### src/verilog/adcci_defs.svh
// register offsets, field positions, reset values and timing counts
`ifndef ADCCI_DEFS_SVH
`define ADCCI_DEFS_SVH

// register offsets on the 4-bit register port
`define ADCCI_OFS_CONFIG      4'h0
`define ADCCI_OFS_TRIG_CMP    4'h1
`define ADCCI_OFS_CHAN_CTRL   4'h2
`define ADCCI_OFS_RESULT_HIGH 4'h3
`define ADCCI_OFS_RESULT_LOW  4'h4
`define ADCCI_OFS_CMP_HIGH    4'h5
`define ADCCI_OFS_CMP_LOW     4'h6
`define ADCCI_OFS_PIN_LOW     4'h7
`define ADCCI_OFS_PIN_HIGH    4'h8

// conversion_config fields
`define ADCCI_CFG_LOW_POWER   7
`define ADCCI_CFG_DIV_HI      6
`define ADCCI_CFG_DIV_LO      5
`define ADCCI_CFG_LONG_SAMPLE 4
`define ADCCI_CFG_MODE_HI     3
`define ADCCI_CFG_MODE_LO     2
`define ADCCI_CFG_CLK_HI      1
`define ADCCI_CFG_CLK_LO      0
`define ADCCI_MODE_10BIT      2'h2
`define ADCCI_CLK_BUS         2'h0
`define ADCCI_CLK_BUS_HALF    2'h1
`define ADCCI_CLK_ALT         2'h2

// trigger_compare_control and channel_conversion_control fields
`define ADCCI_TCC_ACTIVE      7
`define ADCCI_TCC_TRIGGER     6
`define ADCCI_TCC_CMP_EN      5
`define ADCCI_TCC_CMP_GT      4
`define ADCCI_CCC_COMPLETE    7
`define ADCCI_CCC_IRQ_EN      6
`define ADCCI_CCC_CONT        5

// reset values
`define ADCCI_RST_CONFIG      8'h00
`define ADCCI_RST_CHANNEL     5'h1f
`define ADCCI_CHAN_OFF        5'h1f

// timing counts in conversion-clock cycles and bus cycles
`define ADCCI_SAMPLE_SHORT    5'h03
`define ADCCI_SAMPLE_LONG     5'h17
`define ADCCI_SETTLE          2'h3
`define ADCCI_ASYNC_DIV       4'h3

`endif

### src/verilog/adcci_pkg.sv
// types shared by the converter control block
package adcci_pkg;

  typedef enum logic [1:0] {
    ADCCI_IDLE    = 2'b00,
    ADCCI_SAMPLE  = 2'b01,
    ADCCI_CONVERT = 2'b10
  } adcci_state_t;

  typedef struct packed {
    logic [7:0]   cfg;
    logic         trig_sel;
    logic         cmp_en;
    logic         cmp_gt;
    logic         complete;
    logic         irq_en;
    logic         cont;
    logic [4:0]   chan;
    logic [9:0]   result;
    logic [9:0]   cmp_val;
    logic [7:0]   pin_lo;
    logic [7:0]   pin_hi;
    logic         lock;
    adcci_state_t state;
    logic         active;
    logic         sample;
    logic [4:0]   samp_cnt;
    logic [3:0]   bit_idx;
    logic [9:0]   trial;
    logic [1:0]   settle;
    logic [2:0]   src_cnt;
    logic [3:0]   async_cnt;
    logic         alt_s1;
    logic         alt_s2;
    logic         alt_prev;
    logic         trg_s1;
    logic         trg_s2;
    logic         trg_prev;
    logic         cmp_s1;
    logic         cmp_s2;
    logic [7:0]   rdata;
    logic         irq;
  } adcci_state_reg_t;

endpackage

### src/verilog/adcci_top.sv
// digital control and register file of the successive-approximation converter
`timescale 1ns/1ps
`include "adcci_defs.svh"

module adcci_top (
  // clock and reset
  input  wire logic       i_clk,
  input  wire logic       i_nrst,
  // register port
  input  wire logic [3:0] i_addr,
  input  wire logic [7:0] i_wdata,
  input  wire logic       i_wr,
  input  wire logic       i_rd,
  output logic      [7:0] o_rdata,
  // pins and analog core
  input  wire logic       i_alt_clk,
  input  wire logic       i_hw_trigger,
  input  wire logic       i_comp_above,
  output logic      [4:0] o_channel,
  output logic            o_sample,
  output logic      [9:0] o_dac_code,
  output logic            o_low_power,
  output logic     [15:0] o_pin_disable,
  // status
  output logic            o_active,
  output logic            o_irq
);

  adcci_pkg::adcci_state_reg_t s;
  adcci_pkg::adcci_state_reg_t n;

  logic       src_pulse;
  logic [2:0] div_mask;
  logic       ck_en;
  logic       is_10bit;
  logic       trg_rise;
  logic       start;
  logic       abort;
  logic       keep_bit;
  logic [9:0] final_code;
  logic       cmp_hit;
  logic [9:0] cmp_diff;

  ////////////////////////////////////////////////////////////////////////////
  // outputs, each straight from a state flop

  assign o_rdata       = s.rdata;
  assign o_channel     = s.chan;
  assign o_sample      = s.sample;
  assign o_dac_code    = s.trial;
  assign o_low_power   = s.cfg[`ADCCI_CFG_LOW_POWER];
  assign o_pin_disable = {s.pin_hi, s.pin_lo};
  assign o_active      = s.active;
  assign o_irq         = s.irq;

  ////////////////////////////////////////////////////////////////////////////
  // next-state logic

  always_comb
  begin
    n          = s;
    src_pulse  = 1'b0;
    div_mask   = 3'h0;
    ck_en      = 1'b0;
    is_10bit   = 1'b0;
    trg_rise   = 1'b0;
    start      = 1'b0;
    abort      = 1'b0;
    keep_bit   = 1'b0;
    final_code = 10'h000;
    cmp_hit    = 1'b0;
    cmp_diff   = 10'h000;

    // pin synchronisers; the first stage is never looked at
    n.alt_s1   = i_alt_clk;
    n.alt_s2   = s.alt_s1;
    n.alt_prev = s.alt_s2;
    n.trg_s1   = i_hw_trigger;
    n.trg_s2   = s.trg_s1;
    n.trg_prev = s.trg_s2;
    n.cmp_s1   = i_comp_above;
    n.cmp_s2   = s.cmp_s1;
    n.rdata    = 8'h00;

    // input clock source as a bus-cycle enable
    n.async_cnt = (s.async_cnt == `ADCCI_ASYNC_DIV) ? 4'h0
                                                   : s.async_cnt + 4'h1;
    unique case (s.cfg[`ADCCI_CFG_CLK_HI:`ADCCI_CFG_CLK_LO])
      `ADCCI_CLK_BUS:      src_pulse = 1'b1;
      `ADCCI_CLK_BUS_HALF: src_pulse = s.async_cnt[0];
      `ADCCI_CLK_ALT:      src_pulse = s.alt_s2 & ~s.alt_prev;
      default:             src_pulse = (s.async_cnt == `ADCCI_ASYNC_DIV);
    endcase

    // conversion clock divider: 1, 2, 4 or 8
    unique case (s.cfg[`ADCCI_CFG_DIV_HI:`ADCCI_CFG_DIV_LO])
      2'h0:    div_mask = 3'h0;
      2'h1:    div_mask = 3'h1;
      2'h2:    div_mask = 3'h3;
      default: div_mask = 3'h7;
    endcase
    if (src_pulse)
    begin
      n.src_cnt = ((s.src_cnt & div_mask) == div_mask) ? 3'h0
                                                       : s.src_cnt + 3'h1;
      ck_en     = ((s.src_cnt & div_mask) == div_mask);
    end

    is_10bit = (s.cfg[`ADCCI_CFG_MODE_HI:`ADCCI_CFG_MODE_LO]
                == `ADCCI_MODE_10BIT);
    trg_rise = s.trg_s2 & ~s.trg_prev;

    // register writes
    if (i_wr)
    begin
      unique case (i_addr)
        `ADCCI_OFS_CONFIG: n.cfg = i_wdata;
        `ADCCI_OFS_TRIG_CMP:
        begin
          // bits 7 and 3:0 are not stored
          n.trig_sel = i_wdata[`ADCCI_TCC_TRIGGER];
          n.cmp_en   = i_wdata[`ADCCI_TCC_CMP_EN];
          n.cmp_gt   = i_wdata[`ADCCI_TCC_CMP_GT];
        end
        `ADCCI_OFS_CHAN_CTRL:
        begin
          n.irq_en   = i_wdata[`ADCCI_CCC_IRQ_EN];
          n.cont     = i_wdata[`ADCCI_CCC_CONT];
          n.chan     = i_wdata[4:0];
          n.complete = 1'b0;
          n.lock     = 1'b0;
          abort      = 1'b1;
          start      = ~s.trig_sel && (i_wdata[4:0] != `ADCCI_CHAN_OFF);
        end
        `ADCCI_OFS_CMP_HIGH: n.cmp_val[9:8] = i_wdata[1:0];
        `ADCCI_OFS_CMP_LOW:  n.cmp_val[7:0] = i_wdata;
        `ADCCI_OFS_PIN_LOW:  n.pin_lo       = i_wdata;
        `ADCCI_OFS_PIN_HIGH: n.pin_hi       = i_wdata;
        default:             n.pin_hi       = s.pin_hi;
      endcase
    end

    // register reads; data appear in the following cycle only
    if (i_rd)
    begin
      unique case (i_addr)
        `ADCCI_OFS_CONFIG: n.rdata = s.cfg;
        `ADCCI_OFS_TRIG_CMP:
          n.rdata = {s.active, s.trig_sel, s.cmp_en, s.cmp_gt,
                     4'h0};
        `ADCCI_OFS_CHAN_CTRL:
          n.rdata = {s.complete, s.irq_en, s.cont, s.chan};
        `ADCCI_OFS_RESULT_HIGH:
        begin
          n.rdata = {6'h00, is_10bit ? s.result[9:8] : 2'h0};
          n.lock  = 1'b1;
        end
        `ADCCI_OFS_RESULT_LOW:
        begin
          n.rdata    = s.result[7:0];
          n.lock     = 1'b0;
          n.complete = 1'b0;
        end
        `ADCCI_OFS_CMP_HIGH: n.rdata = {6'h00, s.cmp_val[9:8]};
        `ADCCI_OFS_CMP_LOW:  n.rdata = s.cmp_val[7:0];
        `ADCCI_OFS_PIN_LOW:  n.rdata = s.pin_lo;
        `ADCCI_OFS_PIN_HIGH: n.rdata = s.pin_hi;
        default:             n.rdata = 8'h00;
      endcase
    end

    // hardware trigger only while idle and enabled
    if (s.trig_sel && trg_rise && (s.state == adcci_pkg::ADCCI_IDLE)
        && (s.chan != `ADCCI_CHAN_OFF) && !abort)
      start = 1'b1;

    // conversion sequencer
    if (abort)
    begin
      n.state  = adcci_pkg::ADCCI_IDLE;
      n.active = 1'b0;
      n.sample = 1'b0;
      n.trial  = 10'h000; // a dropped conversion leaves no code on the array
    end
    else
    begin
      unique case (s.state)
        adcci_pkg::ADCCI_IDLE:
        begin
          n.active = 1'b0;
        end
        adcci_pkg::ADCCI_SAMPLE:
        begin
          if (ck_en)
          begin
            if (s.samp_cnt == 5'h00)
            begin
              n.state   = adcci_pkg::ADCCI_CONVERT;
              n.sample  = 1'b0;
              n.bit_idx = is_10bit ? 4'h9 : 4'h7;
              n.trial   = is_10bit ? 10'h200 : 10'h080;
              n.settle  = `ADCCI_SETTLE;
            end
            else
              n.samp_cnt = s.samp_cnt - 5'h01;
          end
        end
        adcci_pkg::ADCCI_CONVERT:
        begin
          if (s.settle != 2'h0)
            n.settle = s.settle - 2'h1;
          else if (ck_en)
          begin
            // comparator stuck high or low saturates the code
            keep_bit   = s.cmp_s2;
            final_code = keep_bit ? s.trial
                                  : s.trial & ~(10'h001 << s.bit_idx);
            if (s.bit_idx == 4'h0)
            begin
              cmp_diff = final_code - s.cmp_val;
              cmp_hit  = s.cmp_gt ? (final_code >= s.cmp_val)
                                  : (final_code < s.cmp_val);
              // a locked result drops the finished code
              if (!n.lock && (!s.cmp_en || cmp_hit))
              begin
                n.result   = s.cmp_en ? cmp_diff : final_code;
                n.complete = 1'b1;
              end
              n.trial = 10'h000;
              if (s.cont)
              begin
                n.state    = adcci_pkg::ADCCI_SAMPLE;
                n.sample   = 1'b1;
                n.samp_cnt = s.cfg[`ADCCI_CFG_LONG_SAMPLE]
                             ? `ADCCI_SAMPLE_LONG : `ADCCI_SAMPLE_SHORT;
              end
              else
              begin
                n.state  = adcci_pkg::ADCCI_IDLE;
                n.active = 1'b0;
              end
            end
            else
            begin
              n.bit_idx = s.bit_idx - 4'h1;
              n.trial   = final_code | (10'h001 << (s.bit_idx - 4'h1));
              n.settle  = `ADCCI_SETTLE;
            end
          end
        end
        default:
        begin
          n.state  = adcci_pkg::ADCCI_IDLE;
          n.active = 1'b0;
        end
      endcase
    end

    // new conversion; the window may end up to one conversion cycle early by alignment
    if (start)
    begin
      n.state    = adcci_pkg::ADCCI_SAMPLE;
      n.active   = 1'b1;
      n.sample   = 1'b1;
      n.trial    = 10'h000;
      n.samp_cnt = s.cfg[`ADCCI_CFG_LONG_SAMPLE]
                   ? `ADCCI_SAMPLE_LONG : `ADCCI_SAMPLE_SHORT;
    end

    n.irq = n.complete & n.irq_en;
  end

  ////////////////////////////////////////////////////////////////////////////
  // state register

  always_ff @(posedge i_clk)
  begin
    if (!i_nrst)
    begin
      s          <= '0;
      s.cfg      <= `ADCCI_RST_CONFIG;
      s.chan     <= `ADCCI_RST_CHANNEL;
      s.state    <= adcci_pkg::ADCCI_IDLE;
    end
    else
      s <= n;
  end

endmodule
### config.mk
export PLATFORM = sky130hd
export DESIGN_NAME = adcci_top
export DESIGN_NICKNAME = d
export VERILOG_FILES = /design/src/verilog/adcci_pkg.sv /design/src/verilog/adcci_top.sv
export VERILOG_INCLUDE_DIRS = /design/src /design/src/verilog
export SDC_FILE = /design/constraint.sdc
export NUM_CORES = 1
export LEC_CHECK = 0
export ABC_CLOCK_PERIOD_IN_PS = 3800
export BUFFER_PORTS_ARGS = -buffer_cell sky130_fd_sc_hd__buf_2
export CAP_MARGIN = 20
export CORE_MARGIN = 2
export CORE_UTILIZATION = 50
export CTS_BUF_LIST = sky130_fd_sc_hd__clkbuf_16
export DETAILED_ROUTE_END_ITERATION = 16
export PLACE_DENSITY = 0.69
export SLEW_MARGIN = 25
export SYNTH_ARGS = -nofsm -noshare
export SYNTH_HDL_FRONTEND = slang
export SYNTH_SLANG_ARGS = --single-unit
### constraint.sdc
create_clock -name i_clk -period 3.8 [get_ports i_clk]
set_input_delay 0.57 -clock i_clk [delete_from_list [all_inputs] [get_ports i_clk]]
set_output_delay 0.57 -clock i_clk [all_outputs]
set_load 0.02 [all_outputs]
==> run_results.csv <==
group,metric,value,unit
min_path,worstHoldEndpoint,"n[15]",
clock_network,clk_tree_root_cell,"clkbuf_16",
detailed_routing,detail_route.vias_per_cell,6.09,
timing,timing.setup.tns,0,ns
clock_network,insertion_delay,0.35,ns
grt,grt_pass1_vias,5273,
detailed_routing,drt_iter0_markers,430,
setup_path,criticalPathCategory,"flop to flop",
timing,final_number_of_setup_violating_endpoints,0,
clock_network,tritoncts.num_buffers,9,
die,fp.dieArea,13200,µm²
setup_path,critical_path.startpoint,"s[36]",
die,core_area,12000,µm²
timing,finalCritPeriodShare,0.899,
clock_network,cts_hold_buffers,0,
setup_path,critical_path.endpoint_type,"flop",
min_path,min_path_cells,2,
setup_path,cpMostUsedCell,"ha_1",
grt,grt.total_usage,0.270,
clock_network,worst_setup_hold_path_clk_slew,0.07,ns
yosys,post_synth_main_area_contributors,"dfxtp_1 (34%), mux2i_1 (7.8%), buf_4 (4.9%)",
final_layout,synthToLayoutAreaGrowth,6.35,%
detailed_routing,route.antenna.remaining_nets,0,
setup_path,setup.worst_path.start_class,"flop",
power_and_ir_drop,power_density,500,nW/µm²
setup_path,critPathSlowestCell,"or3b_2",
grt,gr-total-overflow,0,
yosys,yosys.area.top_type_share,0.341,
timing,report.final.hold_viol_count,0,
yosys,flip_flop_and_latch_count_after_synthesis,105,
setup_path,max_stage_delay,0.53,ns
setup_path,r2r_setup_slack,0.38,ns
grt,initial_antenna_violation_count,2,
timing,grt_setup_unrepaired,"false",
yosys,ys_dominant_reg_cell,"dfxtp_1",
placed_design,gpl.final_weighted_congestion,0.910,
die,rows,40,
timing,count_of_final_max_slew_check_failures,0,
timing,finalWorstPathRequiredPeriod,3.42,ns
detailed_routing,route.detailed.drc,0,
grt,grt_first_pass_wirelength,28000,µm
timing,maxSlewHeadroom,0.440,
clock_network,tritoncts,"built",
timing,clock_skew,0.00631,ns
yosys,synth_top_cells_by_count,"dfxtp_1 (105), nor2_1 (78), nand2_1 (61)",
setup_path,cp_cell_sequence,"inv_1, ha_1, or3b_2, o21ai_0, ha_1, fa_1, nor2b_1, o31ai_2, a21oi_1, mux2_2, a2111oi_1, o21a_1",
final_layout,share_of_final_layout_standard_cells_stronger_than_drive_strength_1,0.147,
timing,fin_hold_ws,0.422,ns
yosys,seq_area_frac_synth,0.341,
clock_network,htree_levels,3,
detailed_routing,wire_per_inst,19.2,µm
grt,grt_start_max_net_pins,45,
yosys,asyncSetResetFlopFracSynth,0,
detailed_routing,detailedRoute.firstPassIterationCount,5,
yosys,synth.yosys.warnings,0,
placed_design,portBuffers,61,
clock_network,clock_sink_count,105,
setup_path,r2r_end,"s[84]",
die,die_h,115,µm
yosys,synth_fp_nets,778,
detailed_routing,total_number_of_vias,5447,
yosys,synth.distinct_cells,84,
die,starting_density_of_the_core,0.513,
yosys,synth_cells,736,
final_layout,finalNetCount,783,
power_and_ir_drop,ir_worst_vdd,361,µV
timing,max_freq,293,MHz
die,io-pin-count,62,
setup_path,r2r_cells,12,
clock_network,postCtsSetupRepairBufs,0,
setup_path,regToRegStartpoint,"s[36]",
power_and_ir_drop,p_leak,0.00276,µW
yosys,synth.most_common_cell,"dfxtp_1",
min_path,hold_start,"i_alt_clk",
setup_path,critical_path_maximum_fanout,7,
yosys,number_of_synthesized_flops_with_an_enable_pin,0,
die,die_width,115,µm
status,outcome,"complete, no violations",
detailed_routing,wirelength,17200,µm
setup_path,cp_data_required_time,4.10,ns
min_path,type_of_the_worst_min_delay_path,"input pin to flop",
yosys,synthesis.area,6170,µm²
timing,worstMarginPinSlew,0.835,ns
yosys,synth.largest_area_cell,"dfxtp_1",
run,max_cap_viol_count,0,
yosys,synth_area_per_cell,8.38,µm²
placed_design,dp.final_hpwl,12900,µm
setup_path,data_arrival_critical_path,3.71,ns
clock_network,ctsLongestPathBuffers,2,
worst max-delay path, delay by kind of cell (launching register included):
family | cells | cell delay, ns
fa+ha+maj | 3 | 0.74
compound gates | 5 | 1.18
mux | 1 | 0.34
flops | 1 | 0.35
buf+inv | 1 | 0.15
simple gates | 2 | 0.61
per-layer routing:
layer	GRT usage	vias up	share of wire
met5	0	-	0.00064
met4	0.0900	2	0.028
li1	-	2618	-
met1	0.353	2604	0.44
met3	0.0559	33	0.058
met2	0.447	190	0.47
registers in the layout, indices dropped and copies added (netlist names):
signal         flops
s                 57
o_pin_disable     16
o_dac_code        10
o_rdata            8
n                  5
o_channel          5
o_active           1
o_irq              1
o_low_power        1
o_sample           1
final cells by class:
cell class,count,area (µm²)
Timing Repair Buffer,68,358
Clock buffer,9,225
Sequential cell,105,2100
Antenna cell,1,2.50
Tap cell,147,184
Fill cell,1166,5450
Clock inverter,7,61.3
Inverter,32,120
Multi-Input combinational cell,525,3500
logic make-up after synthesis:
| kind of cell | count (synthesis) | synth area share |
|---|---|---|
| AO/OA/AOI/OAI | 190 | 0.220 |
| buffers and inverters | 106 | 0.0921 |
| multiplexers | 51 | 0.0856 |
| XOR/XNOR | 7 | 0.00994 |
| adder cells (fa/ha/maj) | 23 | 0.0479 |
| flip-flops | 105 | 0.341 |
| AND/OR/NAND/NOR | 254 | 0.204 |
repair_timing:
item / CTS / global route
endpoints found under the setup margin: 0 / 7
gates resized for setup: 0 / 3
hold endpoints to repair: 0 / 0
power by group:
group          internal, µW  switching [µW]
registers              1180            86.9
logic                   423             684
clock network           504             403
total                  2110            1170
through the flow:
step	utilization	cell area, µm²	worst slack [ns]	std cells	power (µW)
global route	0.546	6560	0.0649	893	3470
floorplan	-	6170	0.681	736	2120
detailed placement	0.521	6260	0.222	877	2360
global placement	0.521	6260	0.367	877	2340
finish	0.546	6560	0.383	894	3280
CTS	0.545	6550	0.198	893	3280
how the worst max path moves through the flow:
stage	end	slack [ns]	depth (start not counted)
final	s[84]	0.38	12
after global routing	s[84]	0.06	12
after CTS	s[81]	0.20	12
after detailed placement	s[81]	0.22	12
after global placement	s[80]	0.37	12
after floorplan	s[80]	0.68	12
placed cells by master, fill, tap and decap left out, types with 3 or more instances in the layout:
cell,Yosys,routed
dfxtp_1,105,105
nor2_1,78,77
nand2_1,61,61
buf_2,10,61
a21oi_1,53,53
mux2i_1,48,48
nand3_1,32,32
inv_1,32,31
o21ai_0,22,22
ha_1,22,22
a211oi_1,13,13
and2_1,13,13
nor2b_1,12,12
nor3_1,12,12
a21boi_0,11,11
a31oi_1,10,10
clkbuf_16,0,9
a2bb2oi_1,8,8
a311oi_1,7,7
o21a_1,7,7
buf_4,40,7
nor3b_1,6,6
nand2b_1,6,6
nand4_1,5,5
and3_1,5,5
xnor2_1,5,5
a21o_1,4,4
nor4_1,4,4
a221oi_1,4,4
a22o_1,3,3
and4_1,3,3
a21oi_2,3,3
a22oi_1,3,3
nand3b_1,3,3
a32o_1,3,3
o31ai_1,4,3
o211ai_1,3,3
clkinv_2,0,3
No activity file was read; power rests on OpenSTA's default activity.
